[src/hdl/bmb_pkg.sv]
// constants and types for the brushed motor bridge control block
package bmb_pkg;
	localparam int unsigned CLK_PERIOD_PS   = 10000;
	localparam int unsigned STANDBY_DELAY_NS = 1000000;
	localparam int unsigned WAKE_MAX_NS      = 30000;
	localparam int unsigned BLANK_MAIN_NS    = 3600;
	localparam int unsigned BLANK_SHORT_NS   = 400;
	localparam int unsigned DEAD_MIN_NS      = 200;
	localparam int unsigned OFF_TIME_NS      = 20000;
	localparam int unsigned OC_RECOVER_NS    = 100000;
	localparam int unsigned FAULT_MASK_NS    = 1000;
	// least times round up, longest times round down
	localparam int unsigned STANDBY_CYC =
		(STANDBY_DELAY_NS * 1000 + CLK_PERIOD_PS - 1) / CLK_PERIOD_PS;
	localparam int unsigned WAKE_CYC    = (WAKE_MAX_NS * 1000) / CLK_PERIOD_PS;
	localparam int unsigned BLANK_CYC   = (BLANK_MAIN_NS * 1000 + CLK_PERIOD_PS - 1) / CLK_PERIOD_PS;
	localparam int unsigned SBLANK_CYC  = (BLANK_SHORT_NS * 1000 + CLK_PERIOD_PS - 1) / CLK_PERIOD_PS;
	localparam int unsigned DEAD_CYC    = (DEAD_MIN_NS * 1000 + CLK_PERIOD_PS - 1) / CLK_PERIOD_PS;
	localparam int unsigned OFF_CYC     = (OFF_TIME_NS * 1000 + CLK_PERIOD_PS - 1) / CLK_PERIOD_PS;
	localparam int unsigned OCREC_CYC   = (OC_RECOVER_NS * 1000 + CLK_PERIOD_PS - 1) / CLK_PERIOD_PS;
	localparam int unsigned MASK_CYC    = (FAULT_MASK_NS * 1000 + CLK_PERIOD_PS - 1) / CLK_PERIOD_PS;
	localparam int unsigned WAKE_USED   = 100;
	localparam logic [3:0]  SW_OFF      = 4'h0;
	typedef enum logic [1:0] {MODE_STOP, MODE_FWD, MODE_REV, MODE_BRAKE} bmb_mode_t;
	typedef enum logic [2:0] {PH_IDLE, PH_CHARGE, PH_FAST, PH_HIZ, PH_SLOW} bmb_phase_t;
endpackage

[src/hdl/bmb_bridge_ctrl.sv]
// bridge control: input decode, standby, chopping, blanking, dead time, faults
`timescale 1ns/1ps
////////////////////////////////////////////////////////////////////////////////
// Contract
// - decode two inputs into four bridge modes
// - forward drives A to B, reverse B to A
// - both inputs low 1 ms enters standby
// - either input high wakes within 30 us
// - blank comparator 3.6 us entering charge
// - short 400 ns blank on comparator
// - restart main blanking on input edges
// - follow direct PWM on every input edge
// - end charge when current reaches threshold
// - fixed off time half fast half slow
// - zero current in fast goes high impedance
// - switch pattern per chopping phase
// - mirror switches for reverse current
// - dead time on every switch change
// - overtemperature masks then forces off, auto return
// - overcurrent masks, off, resumes after recovery
// - undervoltage holds switches off until released
module bmb_bridge_ctrl #(
	parameter int unsigned STANDBY_CYCLES = bmb_pkg::STANDBY_CYC,
	parameter int unsigned OCREC_CYCLES   = bmb_pkg::OCREC_CYC
) (
	input  wire logic clk_i,                    // 100 MHz reference clock
	input  wire logic rst_n_i,                  // async reset, active low
	input  wire logic control_input_a_i,        // control input a (pin)
	input  wire logic control_input_b_i,        // control input b (pin)
	input  wire logic current_limit_i,          // sense above threshold (pin)
	input  wire logic zero_current_i,           // winding current zero (pin)
	input  wire logic overtemperature_i,        // thermal fault level (pin)
	input  wire logic overcurrent_i,            // overcurrent fault level (pin)
	input  wire logic undervoltage_i,           // supply low level (pin)
	output logic      high_side_switch_a_o,     // gate high side a
	output logic      high_side_switch_b_o,     // gate high side b
	output logic      low_side_switch_a_o,      // gate low side a
	output logic      low_side_switch_b_o,      // gate low side b
	output logic      standby_o                 // standby state
);
	// standby and recovery timer counters are 20 bits wide
	if (STANDBY_CYCLES < 2 || STANDBY_CYCLES > 32'h0010_0000
		|| OCREC_CYCLES < 2 || OCREC_CYCLES > 32'h0010_0000) begin
		$error("timer parameters out of range");
	end

	////////////////////////////////////////////////////////////////////////////
	// pin synchronisers: three stages, change accepted when stages 2 and 3 agree
	localparam int NPIN = 7;
	logic [NPIN-1:0] pin_raw, s1, s2, s3, pin, next_pin;
	assign pin_raw = {undervoltage_i, overcurrent_i, overtemperature_i, zero_current_i,
		current_limit_i, control_input_b_i, control_input_a_i};
	always_comb begin
		for (int k = 0; k < NPIN; k++)
			next_pin[k] = (s2[k] == s3[k]) ? s3[k] : pin[k];
	end
	always_ff @(posedge clk_i or negedge rst_n_i) begin
		if (!rst_n_i) begin
			s1  <= '0;
			s2  <= '0;
			s3  <= '0;
			pin <= '0;
		end else begin
			s1  <= pin_raw;
			s2  <= s1;
			s3  <= s2;
			pin <= next_pin;
		end
	end
	logic in_a, in_b, ilim, izero, f_ot, f_oc, f_uv;
	assign {f_uv, f_oc, f_ot, izero, ilim, in_b, in_a} = pin;

	////////////////////////////////////////////////////////////////////////////
	// mode decode, standby, faults, blanking
	bmb_pkg::bmb_mode_t mode;
	always_comb begin
		unique case ({in_a, in_b})
			2'b10: mode = bmb_pkg::MODE_FWD;
			2'b01: mode = bmb_pkg::MODE_REV;
			2'b11: mode = bmb_pkg::MODE_BRAKE;
			default: mode = bmb_pkg::MODE_STOP;
		endcase
	end
	logic [1:0] in_q, next_in_q;
	logic       in_edge;
	assign next_in_q = {in_b, in_a};
	assign in_edge   = (next_in_q != in_q);

	logic [19:0] idle_cnt, next_idle_cnt;
	logic        stby, next_stby;
	logic [7:0]  wake_cnt, next_wake_cnt;
	logic [9:0]  ot_cnt, next_ot_cnt, oc_cnt, next_oc_cnt;
	logic [19:0] rec_cnt, next_rec_cnt;
	logic        oc_lock, next_oc_lock, ot_off, next_ot_off;
	logic [8:0]  blk_cnt, next_blk_cnt;
	logic [5:0]  sblk_cnt, next_sblk_cnt;
	logic        fault_off;
	bmb_pkg::bmb_phase_t phase, next_phase;

	always_comb begin
		next_idle_cnt = idle_cnt;
		next_stby     = stby;
		next_wake_cnt = (wake_cnt != 8'h0) ? wake_cnt - 8'h1 : 8'h0;
		if (mode == bmb_pkg::MODE_STOP) begin
			if (idle_cnt < 20'(STANDBY_CYCLES - 1))
				next_idle_cnt = idle_cnt + 20'h1;
			else
				next_stby = 1'b1;
		end else begin
			next_idle_cnt = 20'h0;
			if (stby) begin
				next_stby     = 1'b0;
				next_wake_cnt = 8'(bmb_pkg::WAKE_USED);
			end
		end
		// thermal: mask then off, auto return when clear
		next_ot_cnt = f_ot ? ((ot_cnt < 10'(bmb_pkg::MASK_CYC)) ? ot_cnt + 10'h1 : ot_cnt) : 10'h0;
		next_ot_off = f_ot && (ot_cnt >= 10'(bmb_pkg::MASK_CYC));
		// overcurrent: mask, latch off, recovery timer
		next_oc_cnt  = (f_oc && !oc_lock) ? oc_cnt + 10'h1 : 10'h0;
		next_oc_lock = oc_lock;
		next_rec_cnt = rec_cnt;
		if (!oc_lock && f_oc && oc_cnt >= 10'(bmb_pkg::MASK_CYC - 1)) begin
			next_oc_lock = 1'b1;
			next_rec_cnt = 20'h0;
		end else if (oc_lock) begin
			if (rec_cnt >= 20'(OCREC_CYCLES - 1))
				next_oc_lock = 1'b0;
			else
				next_rec_cnt = rec_cnt + 20'h1;
		end
		// main blank restarts on input edges and on entry to charge
		next_blk_cnt = (blk_cnt != 9'h0) ? blk_cnt - 9'h1 : 9'h0;
		if (in_edge || (phase != bmb_pkg::PH_CHARGE && next_phase == bmb_pkg::PH_CHARGE))
			next_blk_cnt = 9'(bmb_pkg::BLANK_CYC);
		// comparator must hold for the short blank before it counts
		next_sblk_cnt = ilim ? ((sblk_cnt != 6'h3f) ? sblk_cnt + 6'h1 : sblk_cnt) : 6'h0;
	end
	assign fault_off = f_uv || ot_off || oc_lock;

	////////////////////////////////////////////////////////////////////////////
	// chopping phase: charge until limit, then off time half fast, half slow
	logic [11:0] off_cnt, next_off_cnt;
	logic        trip;
	assign trip = (blk_cnt == 9'h0) && (sblk_cnt >= 6'(bmb_pkg::SBLANK_CYC));
	always_comb begin
		next_phase   = phase;
		next_off_cnt = (off_cnt != 12'h0) ? off_cnt - 12'h1 : 12'h0;
		if (fault_off || stby || (mode != bmb_pkg::MODE_FWD && mode != bmb_pkg::MODE_REV)) begin
			next_phase = bmb_pkg::PH_IDLE;
		end else if (in_edge) begin
			next_phase = bmb_pkg::PH_CHARGE;
		end else begin
			unique case (phase)
				bmb_pkg::PH_IDLE: next_phase = bmb_pkg::PH_CHARGE;
				bmb_pkg::PH_CHARGE: if (trip) begin
					next_phase   = bmb_pkg::PH_FAST;
					next_off_cnt = 12'(bmb_pkg::OFF_CYC - 1);
				end
				bmb_pkg::PH_FAST, bmb_pkg::PH_HIZ: begin
					if (off_cnt <= 12'(bmb_pkg::OFF_CYC / 2))
						next_phase = bmb_pkg::PH_SLOW;
					else if (izero)
						next_phase = bmb_pkg::PH_HIZ;
				end
				bmb_pkg::PH_SLOW: if (off_cnt == 12'h0) next_phase = bmb_pkg::PH_CHARGE;
			endcase
		end
	end

	////////////////////////////////////////////////////////////////////////////
	// switch targets {ha, hb, la, lb} and dead time
	logic [3:0] want, sw, next_sw;
	logic [4:0] dead_cnt, next_dead_cnt;
	always_comb begin
		want = bmb_pkg::SW_OFF;
		if (!fault_off && !stby && wake_cnt == 8'h0) begin
			if (mode == bmb_pkg::MODE_BRAKE)
				want = 4'h3;
			else if (mode == bmb_pkg::MODE_FWD || mode == bmb_pkg::MODE_REV) begin
				unique case (phase)
					bmb_pkg::PH_CHARGE: want = 4'h9;
					bmb_pkg::PH_FAST:   want = 4'h6;
					bmb_pkg::PH_SLOW:   want = 4'h3;
					default:            want = bmb_pkg::SW_OFF;
				endcase
				if (mode == bmb_pkg::MODE_REV)
					want = {want[2], want[3], want[0], want[1]};
			end
		end
		next_sw       = sw;
		next_dead_cnt = (dead_cnt != 5'h0) ? dead_cnt - 5'h1 : 5'h0;
		if (want != sw) begin
			// first drop what must turn off, then wait, then turn on
			if ((sw & ~want) != 4'h0) begin
				next_sw       = sw & want;
				next_dead_cnt = 5'(bmb_pkg::DEAD_CYC);
			end else if (dead_cnt == 5'h0)
				next_sw = want;
		end
		// a forced off is a switching event too, so the dead time restarts
		if (fault_off) begin
			next_sw = bmb_pkg::SW_OFF;
			if (sw != bmb_pkg::SW_OFF)
				next_dead_cnt = 5'(bmb_pkg::DEAD_CYC);
		end
	end

	always_ff @(posedge clk_i or negedge rst_n_i) begin
		if (!rst_n_i) begin
			in_q     <= 2'h0;
			idle_cnt <= 20'h0;
			stby     <= 1'b1;
			wake_cnt <= 8'h0;
			ot_cnt   <= 10'h0;
			ot_off   <= 1'b0;
			oc_cnt   <= 10'h0;
			oc_lock  <= 1'b0;
			rec_cnt  <= 20'h0;
			blk_cnt  <= 9'h0;
			sblk_cnt <= 6'h0;
			phase    <= bmb_pkg::PH_IDLE;
			off_cnt  <= 12'h0;
			sw       <= bmb_pkg::SW_OFF;
			dead_cnt <= 5'h0;
		end else begin
			in_q     <= next_in_q;
			idle_cnt <= next_idle_cnt;
			stby     <= next_stby;
			wake_cnt <= next_wake_cnt;
			ot_cnt   <= next_ot_cnt;
			ot_off   <= next_ot_off;
			oc_cnt   <= next_oc_cnt;
			oc_lock  <= next_oc_lock;
			rec_cnt  <= next_rec_cnt;
			blk_cnt  <= next_blk_cnt;
			sblk_cnt <= next_sblk_cnt;
			phase    <= next_phase;
			off_cnt  <= next_off_cnt;
			sw       <= next_sw;
			dead_cnt <= next_dead_cnt;
		end
	end
	assign {high_side_switch_a_o, high_side_switch_b_o} = sw[3:2];
	assign {low_side_switch_a_o, low_side_switch_b_o}   = sw[1:0];
	assign standby_o = stby;

	////////////////////////////////////////////////////////////////////////////
	// checks
	// cycles since a switch of each half-bridge turned off: [1] half a, [0] half b
	logic [1:0][4:0] off_age, next_off_age;
	always_comb begin
		for (int h = 0; h < 2; h++) begin
			if ((sw[h+2] && !next_sw[h+2]) || (sw[h] && !next_sw[h]))
				next_off_age[h] = 5'h0;
			else
				next_off_age[h] = (off_age[h] != 5'h1f) ? off_age[h] + 5'h1 : off_age[h];
		end
	end
	always_ff @(posedge clk_i or negedge rst_n_i) begin
		if (!rst_n_i)
			off_age <= '1;
		else
			off_age <= next_off_age;
	end
	property p_no_shoot;
		@(posedge clk_i) disable iff (!rst_n_i)
		!(sw[3] && sw[1]) && !(sw[2] && sw[0]);
	endproperty
	a_no_shoot: assert property (p_no_shoot) else $error("half-bridge shoot-through");
	property p_dead;
		@(posedge clk_i) disable iff (!rst_n_i)
		($rose(sw[3]) || $rose(sw[1])) |-> off_age[1] >= 5'(bmb_pkg::DEAD_CYC);
	endproperty
	a_dead: assert property (p_dead) else $error("dead time too short on a");
	property p_dead_b;
		@(posedge clk_i) disable iff (!rst_n_i)
		($rose(sw[2]) || $rose(sw[0])) |-> off_age[0] >= 5'(bmb_pkg::DEAD_CYC);
	endproperty
	a_dead_b: assert property (p_dead_b) else $error("dead time too short on b");
	property p_fault_off;
		@(posedge clk_i) disable iff (!rst_n_i)
		f_uv |=> sw == bmb_pkg::SW_OFF;
	endproperty
	a_fault_off: assert property (p_fault_off) else $error("switches on under undervoltage");
	property p_stby_off;
		@(posedge clk_i) disable iff (!rst_n_i)
		stby |-> sw == bmb_pkg::SW_OFF;
	endproperty
	a_stby_off: assert property (p_stby_off) else $error("switch on in standby");
	property p_wake;
		@(posedge clk_i) disable iff (!rst_n_i)
		$fell(stby) |-> ##[1:120]
			(sw != bmb_pkg::SW_OFF || fault_off || mode == bmb_pkg::MODE_STOP);
	endproperty
	a_wake: assert property (p_wake) else $error("outputs late after wake");
	property p_blank;
		@(posedge clk_i) disable iff (!rst_n_i)
		in_edge |=> !trip [*8];
	endproperty
	a_blank: assert property (p_blank) else $error("trip inside blanking");
	property p_off_split;
		@(posedge clk_i) disable iff (!rst_n_i)
		(phase == bmb_pkg::PH_SLOW) |-> off_cnt <= 12'(bmb_pkg::OFF_CYC / 2);
	endproperty
	a_off_split: assert property (p_off_split) else $error("slow decay started early");
	property p_fwd_charge;
		@(posedge clk_i) disable iff (!rst_n_i)
		(mode == bmb_pkg::MODE_FWD && sw[3]) |-> !sw[2] && !sw[1];
	endproperty
	a_fwd_charge: assert property (p_fwd_charge) else $error("forward pattern wrong");
	c_trip:  cover property (@(posedge clk_i) phase == bmb_pkg::PH_CHARGE ##1 phase == bmb_pkg::PH_FAST);
	c_slow:  cover property (@(posedge clk_i) phase == bmb_pkg::PH_SLOW ##1 phase == bmb_pkg::PH_CHARGE);
	c_stby:  cover property (@(posedge clk_i) $rose(stby));
	c_oclk:  cover property (@(posedge clk_i) $fell(oc_lock));
endmodule

[config.mk]
export PLATFORM = sky130hd
export DESIGN_NAME = bmb_bridge_ctrl
export DESIGN_NICKNAME = d
export VERILOG_FILES = /design/src/hdl/bmb_pkg.sv /design/src/hdl/bmb_bridge_ctrl.sv
export SDC_FILE = /design/constraint.sdc
export NUM_CORES = 1
export LEC_CHECK = 0
export BUFFER_PORTS_ARGS = -buffer_cell sky130_fd_sc_hd__buf_2
export CAP_MARGIN = 15
export CORE_ASPECT_RATIO = 1.5
export CORE_UTILIZATION = 50
export DETAILED_ROUTE_END_ITERATION = 8
export PLACE_DENSITY_LB_ADDON = 0.15
export SYNTH_ARGS = -nofsm -noshare
export SYNTH_HDL_FRONTEND = slang
export SYNTH_SLANG_ARGS = --single-unit
[constraint.sdc]
create_clock -name clk_i -period 3.7 [get_ports clk_i]
set_clock_uncertainty 0.15 [all_clocks]
set_input_delay 0.74 -clock clk_i [delete_from_list [all_inputs] [get_ports clk_i]]
set_output_delay 0.74 -clock clk_i [all_outputs]
set_load 0.005 [all_outputs]
==> metrics.txt, run 1 <==
Worst Path Max Fanout 8; first-pass GRT wire length around 20 mm; CTS clock-pin slew for the worst setup and hold paths approximately 70 ps; Leakage about 3.3 nW; Final HPWL DP 7.73 mm; vias in the first global route 4,575; DR iter-0 viols 232; drt total wl approximately 11 mm; FF+latch count, synth 140; leading cell type in the layout, fill and taps excluded dfrtp_1; Post-synth EDFFs 0; GRT Util Overall 0.188; # hold bufs at CTS 0; Post-Syn Area about 6400 µm²; Mapped Cells 624; final setup violation count 0; Peak VDD IR roughly 0.33 mV; post-layout minimum cycle time ~3400 ps; TritonCTS Sinks 140; DR vias 4,583; area delta synth->final 13.0%; f_max between 0.2 and 0.3 GHz; warnings from Yosys 0; Post-DRT Antenna Nets 0; unrepaired setup endpoints after global routing no; Slew @ Worst Pin 869 ps; Comb power frac 0.108; share of layout cells above drive strength 1 0.0941; Initial Utilization 0.515; Cell Rows 50; setup repair bufs after CTS 0; Worst setup EP type register; Worst-Skew Late Latency 420 ps; Inst Count DP roughly 780; Max transition margin 0.421; final-layout fill cell count ~1.1k; Critical Path RT approximately 3800 ps; Internal ~2.7 mW; DR vias/cell between 5 and 6; Switch Pwr 0.998 mW; WL/cell approximately 14 µm; hold_ws ~120 ps; full die area approximately 13,000 µm²; H-tree depth reported by CTS 4; Synth cell types 49; Worst Setup Start Kind register; global route total overflow 0; routability cong. 0.821; Reg power frac 0.453; CTS Buf Count 17; Tcrit/Tclk final 0.922; CTS tree done; chip width roughly 95 µm; switch share 0.266; Worst Path Arrival between 3000 and 4000 ps; Layout Cells excl Fill 815; status finished clean; Hold Vio Cnt, Final 0; ys flop type dfrtp_1; critical path class reg -> reg; Slew Viols, Final 0; port bufs 13; Mapped Nets 656; core footprint about 13,000 µm²; Worst Hold Class in -> async; post-cts resize count 0; # diodes 0; DRC 0; largest net degree at the start of global routing 82; mean post-synth cell area 10.3 µm²; # IOs 14; most frequent cells in the layout 139 x dfrtp_1, 59 x nor2_1, 39 x nand2_1; initial antenna violation count 0; root buf cell clkbuf_16; Max Cap Viol 0; drt first pass iters 4; setup_tns 0 ps; DIE HEIGHT around 140 µm; clock network power share 0.439; pwr dens 514 nW/µm²; FFs w/ async S/R, synth 1.00; post-synthesis sequential area ratio 0.544; final net count 678; clock buffer depth 2
## power by group through the flow
stage                     combinational (mW)  sequential, mW  clock [mW]
after global placement                 0.386            1.72           0
after global routing                   0.467            1.71        1.75
final                                  0.405            1.70        1.64
after CTS                              0.407            1.70        1.69
after floorplan                        0.296            1.70           0
after detailed placement               0.404            1.72           0
## Yosys cell counts, types with 7 or more instances
cell type / number / area, µm²
dfrtp_1: 139 / 3480
nor2_1: 59 / 221
nand2_1: 39 / 146
o21ai_0: 37 / 185
a21oi_1: 31 / 155
nor3_1: 31 / 155
xnor2_1: 30 / 263
inv_1: 24 / 90.1
ha_1: 23 / 288
nand3_1: 23 / 115
clkbuf_1: 14 / 52.6
nor4_1: 14 / 87.6
or3_1: 14 / 87.6
xor2_1: 13 / 114
and2_1: 12 / 75.1
nand4_1: 12 / 75.1
a31oi_1: 11 / 68.8
or4_1: 11 / 82.6
nor2b_1: 9 / 56.3
maj3_1: 7 / 70.1
o31ai_1: 7 / 52.6
## per-stage QoR
| stage | total power [mW] | worst slack, ps | instance area, µm² | util |
|---|---|---|---|---|
| after CTS | 3.79 | 256 | 7280 | 0.582 |
| after floorplan | 2.00 | 551 | 6450 | - |
| final | 3.75 | 290 | 7280 | 0.582 |
| after detailed placement | 2.13 | 258 | 6710 | 0.536 |
| after global routing | 3.93 | 64.9 | 7280 | 0.582 |
| after global placement | 2.10 | 413 | 6710 | 0.536 |
## critical path, stage by stage, from the launching register on
cell     delay (ps)
dfrtp_1         420
inv_1            90
ha_1            240
or3b_2          470
a21oi_1         240
o21a_1          190
o21ai_0         110
ha_1            230
or4_1           620
o21a_1          290
o21ai_0         180
a31oi_1          60
## routing by layer
| metal | up-vias | wire length, µm | part of all wire | GRT usage |
|---|---|---|---|---|
| met3 | 15 | 279 | 0.025 | 0.0405 |
| met5 | - | 0 | 0 | 0 |
| li1 | 2267 | - | - | - |
| met4 | 0 | 181 | 0.016 | 0.0781 |
| met1 | 2245 | 4900 | 0.43 | 0.218 |
| met2 | 56 | 5960 | 0.53 | 0.331 |
## path summary, 6_finish.rpt
kind | startpoint | endpoint | slack (ps) | depth (start not counted)
max | pin[0]$_DFFE_PN0N_ | sw[3]$_DFFE_PN0P_ | 290 | 11
min | rst_n_i | s1[2]$_DFF_PN0_ | 120 | 1
min in group clk_i | s1[6]$_DFF_PN0_ | s2[6]$_DFF_PN0_ | 200 | 0
min reg2reg | s1[6]$_DFF_PN0_ | s2[6]$_DFF_PN0_ | 200 | 0
max in group asynchronous | rst_n_i | phase[1]$_DFF_PN0_ | 2460 | 2
max reg2reg | pin[0]$_DFFE_PN0N_ | sw[3]$_DFFE_PN0P_ | 290 | 11
## cell type report
class	instances	area, µm²	share of cell area
clock buffer	19	443	0.0608
clock inverter	13	133	0.0182
inverter	25	93.8	0.0129
multi-input combinational	444	2790	0.384
sequential	140	3500	0.481
tap	156	195	0.0268
timing repair buffer	18	121	0.0167
## kinds of logic (layout without fill, tap and decap cells)
family          count (synthesis)  after routing  share of synthesized area
simple gates                  262            262                      0.218
flops                         140            140                      0.544
compound gates                105            105                     0.0949
xor+xnor                       43             43                     0.0584
buf+inv                        40             75                     0.0235
fa+ha+maj                      30             30                     0.0555
mux                             4              4                    0.00621
## registers in the layout (all words and copies together), names as in the netlist, 7 cells and up
register  cells
s1            7
pin           7
idle_cnt     20
blk_cnt       9
wake_cnt      8
off_cnt      12
rec_cnt      20
s3            7
oc_cnt       10
ot_cnt       10
s2            7
No activity file was read; power rests on OpenSTA's default activity.
==> inputs of run 2 (changes only) <==
--- a/config.mk
+++ b/config.mk
@@ -5,11 +5,11 @@
 export SDC_FILE = /design/constraint.sdc
 export NUM_CORES = 1
 export LEC_CHECK = 0
-export BUFFER_PORTS_ARGS = -buffer_cell sky130_fd_sc_hd__buf_2
 export CAP_MARGIN = 15
 export CORE_ASPECT_RATIO = 1.5
 export CORE_UTILIZATION = 50
 export DETAILED_ROUTE_END_ITERATION = 8
+export DONT_BUFFER_PORTS = 1
 export PLACE_DENSITY_LB_ADDON = 0.15
 export SYNTH_ARGS = -nofsm -noshare
 export SYNTH_HDL_FRONTEND = slang
==> run 2 against run 1 <==
Highest routed layer unchanged. Routed wire length up 2.2%. Flip-flop and latch count unchanged. The run now ends with hold timing left. Sequential power is essentially flat. First-iteration DRC count decreased by 16%. Largest cell class unchanged. Total power increased by 0.35%. Critical path depth unchanged.
==> metrics.txt, run 2 (synthesized netlist as in run 1, its figures left out) <==
Worst Path Max Fanout 8; Post-DRT Antenna Nets 0; DR iter-0 viols roughly 200; final net count roughly 660; WL/cell 14.4 µm; Max transition margin 0.461; vias in the first global route between 4k and 5k; chip width approximately 95 µm; placed cell area 6610 µm²; Top Registers idle_cnt (20), rec_cnt (20), off_cnt (12); critical path class reg -> reg; Initial Utilization 0.515; first-pass GRT wire length around 20 mm; leading cell type in the layout, fill and taps excluded dfrtp_1; Worst Path Arrival ~3600 ps; total power between 3 and 4 mW; CTS clock-pin slew for the worst setup and hold paths about 70 ps; failing checks hold timing; critical path's largest stage delay ~620 ps; Worst Setup SP pin[0]$_DFFE_PN0N_; DR vias ~4.6k; area delta synth->final 11.8%; core footprint between 10,000 and 15,000 µm²; share of layout cells above drive strength 1 0.0760; Peak VDD IR approximately 0.34 mV; Slew Viols, Final 0; CTS tree done; RR Startpoint pin[0]$_DFFE_PN0N_; unrepaired setup endpoints after global routing no; Worst setup EP type register; Max Cap Viol 0; # diodes 0; Worst path depth 11; port bufs 0; setup_tns 0 ps; largest net degree at the start of global routing roughly 140; routability cong. between 0.8 and 0.9; CP Buf/Inv Count 1; DIE HEIGHT 141 µm; Slowest cell on crit path or4_1; Leakage around 3.2 nW; global route total overflow 0; final instance area 7210 µm²; clock buffer depth 2; pwr dens 521 nW/µm²; hold_ws -135 ps; TritonCTS Sinks between 100 and 150; Tcrit/Tclk final 0.941; post-layout minimum cycle time 3480 ps; DR vias/cell about 5.7; drt total wl 11.6 mm; Worst Hold Class in -> async; status finished with violations; Cell Rows 50; Reg2Reg Setup Slack between 200 and 250 ps; Setup crit end sw[0]$_DFFE_PN0P_; cells along the critical path inv_1 -> ha_1 -> or3b_2 -> a21oi_1 -> o21a_1 -> o21ai_0 -> ha_1 -> or4_1 -> o21a_1 -> o21ai_0 -> a31oi_1; initial antenna violation count 0; most frequent cells in the layout 139 x dfrtp_1, 59 x nor2_1, 39 x nand2_1; Slew @ Worst Pin approximately 810 ps; Final HPWL DP between 7 and 8 mm; drt first pass iters 5; H-tree depth reported by CTS 4; setup repair bufs after CTS 0; full die area 13,400 µm²; final setup violation count 0; Critical R2R Capture sw[0]$_DFFE_PN0P_; Worst Setup Start Kind register; Worst-Skew Late Latency between 400 and 500 ps; root buf cell clkbuf_16; # IOs 14; f_max between 0.2 and 0.3 GHz; Hold Vio Cnt, Final approximately 140; R2R depth 11; DRC 0; GRT Util Overall 0.191; CTS Buf Count 17; CP delay by family, top compound AO/OA/AOI/OAI gates; Critical Path RT between 3000 and 4000 ps
[run 2: changes by cell type in the layout (fill, tap and decap cells not counted), sizes merged]
cell	delta
buf	-14
inv	+6
clkinvlp	-4
clkbuf	-2
[run 2: through the flow]
step | cells | setup slack, ps | utilization | hold WS (ps)
after floorplan | 624 | 551 | - | 181
final | 801 | 218 | 0.576 | -135
after global routing | 801 | 47.1 | 0.576 | -160
after detailed placement | 769 | 287 | 0.529 | 186
after CTS | 801 | 272 | 0.576 | -149
after global placement | 769 | 429 | 0.529 | 182
[run 2: what timing repair did]
| item | in CTS | in global routing |
|---|---|---|
| hold endpoints to repair | 139 | 139 |
| gates resized for setup | 0 | 1 |
| endpoints found under the setup margin | 0 | 2 |
[run 2: cell type report]
| class | count | area (µm²) |
|---|---|---|
| Fill cell | 1085 | 5300 |
| Sequential cell | 140 | 3500 |
| Multi-Input combinational cell | 444 | 2790 |
| Clock buffer | 17 | 425 |
| Tap cell | 156 | 195 |
| Clock inverter | 15 | 165 |
| Inverter | 25 | 93.8 |
| Timing Repair Buffer | 4 | 30.0 |
[run 2: worst min-delay path by stage]
stage               startpoint                    to  slack [ps]  cells past startpoint
6_report               rst_n_i   oc_cnt[9]$_DFF_PN0_        -140                      0
5_1_grt                rst_n_i  off_cnt[2]$_DFF_PN0_        -160                      0
4_1_cts                rst_n_i  off_cnt[1]$_DFF_PN0_        -150                      0
3_5_place_dp   s1[5]$_DFF_PN0_       s2[5]$_DFF_PN0_         190                      0
3_3_place_gp   s1[5]$_DFF_PN0_       s2[5]$_DFF_PN0_         180                      0
2_1_floorplan  s1[0]$_DFF_PN0_       s2[0]$_DFF_PN0_         180                      0
[run 2: layer usage]
metal  up-vias  part of all wire  global-route usage
met5         -                 0                   0
met3        20             0.025              0.0448
met1      2287              0.44               0.236
li1       2234                 -                   -
met4         0             0.015              0.0702
met2        55              0.52               0.321
[run 2: power by group]
group / total [mW] / internal (mW) / switching [mW]
clock network: 1.70 / 0.966 / 0.734
registers: 1.70 / 1.62 / 0.0793
logic: 0.362 / 0.156 / 0.207
total: 3.76 / 2.74 / 1.02
[run 2: worst register-to-register path: cells and delay by family, from the launching register on]
family / cells / cell delay [ps]
buffers and inverters: 1 / 90
AOI/OAI and AO/OA: 6 / 1130
DFF: 1 / 430
adders and majority gates: 2 / 470
and+or+nand+nor: 2 / 1090
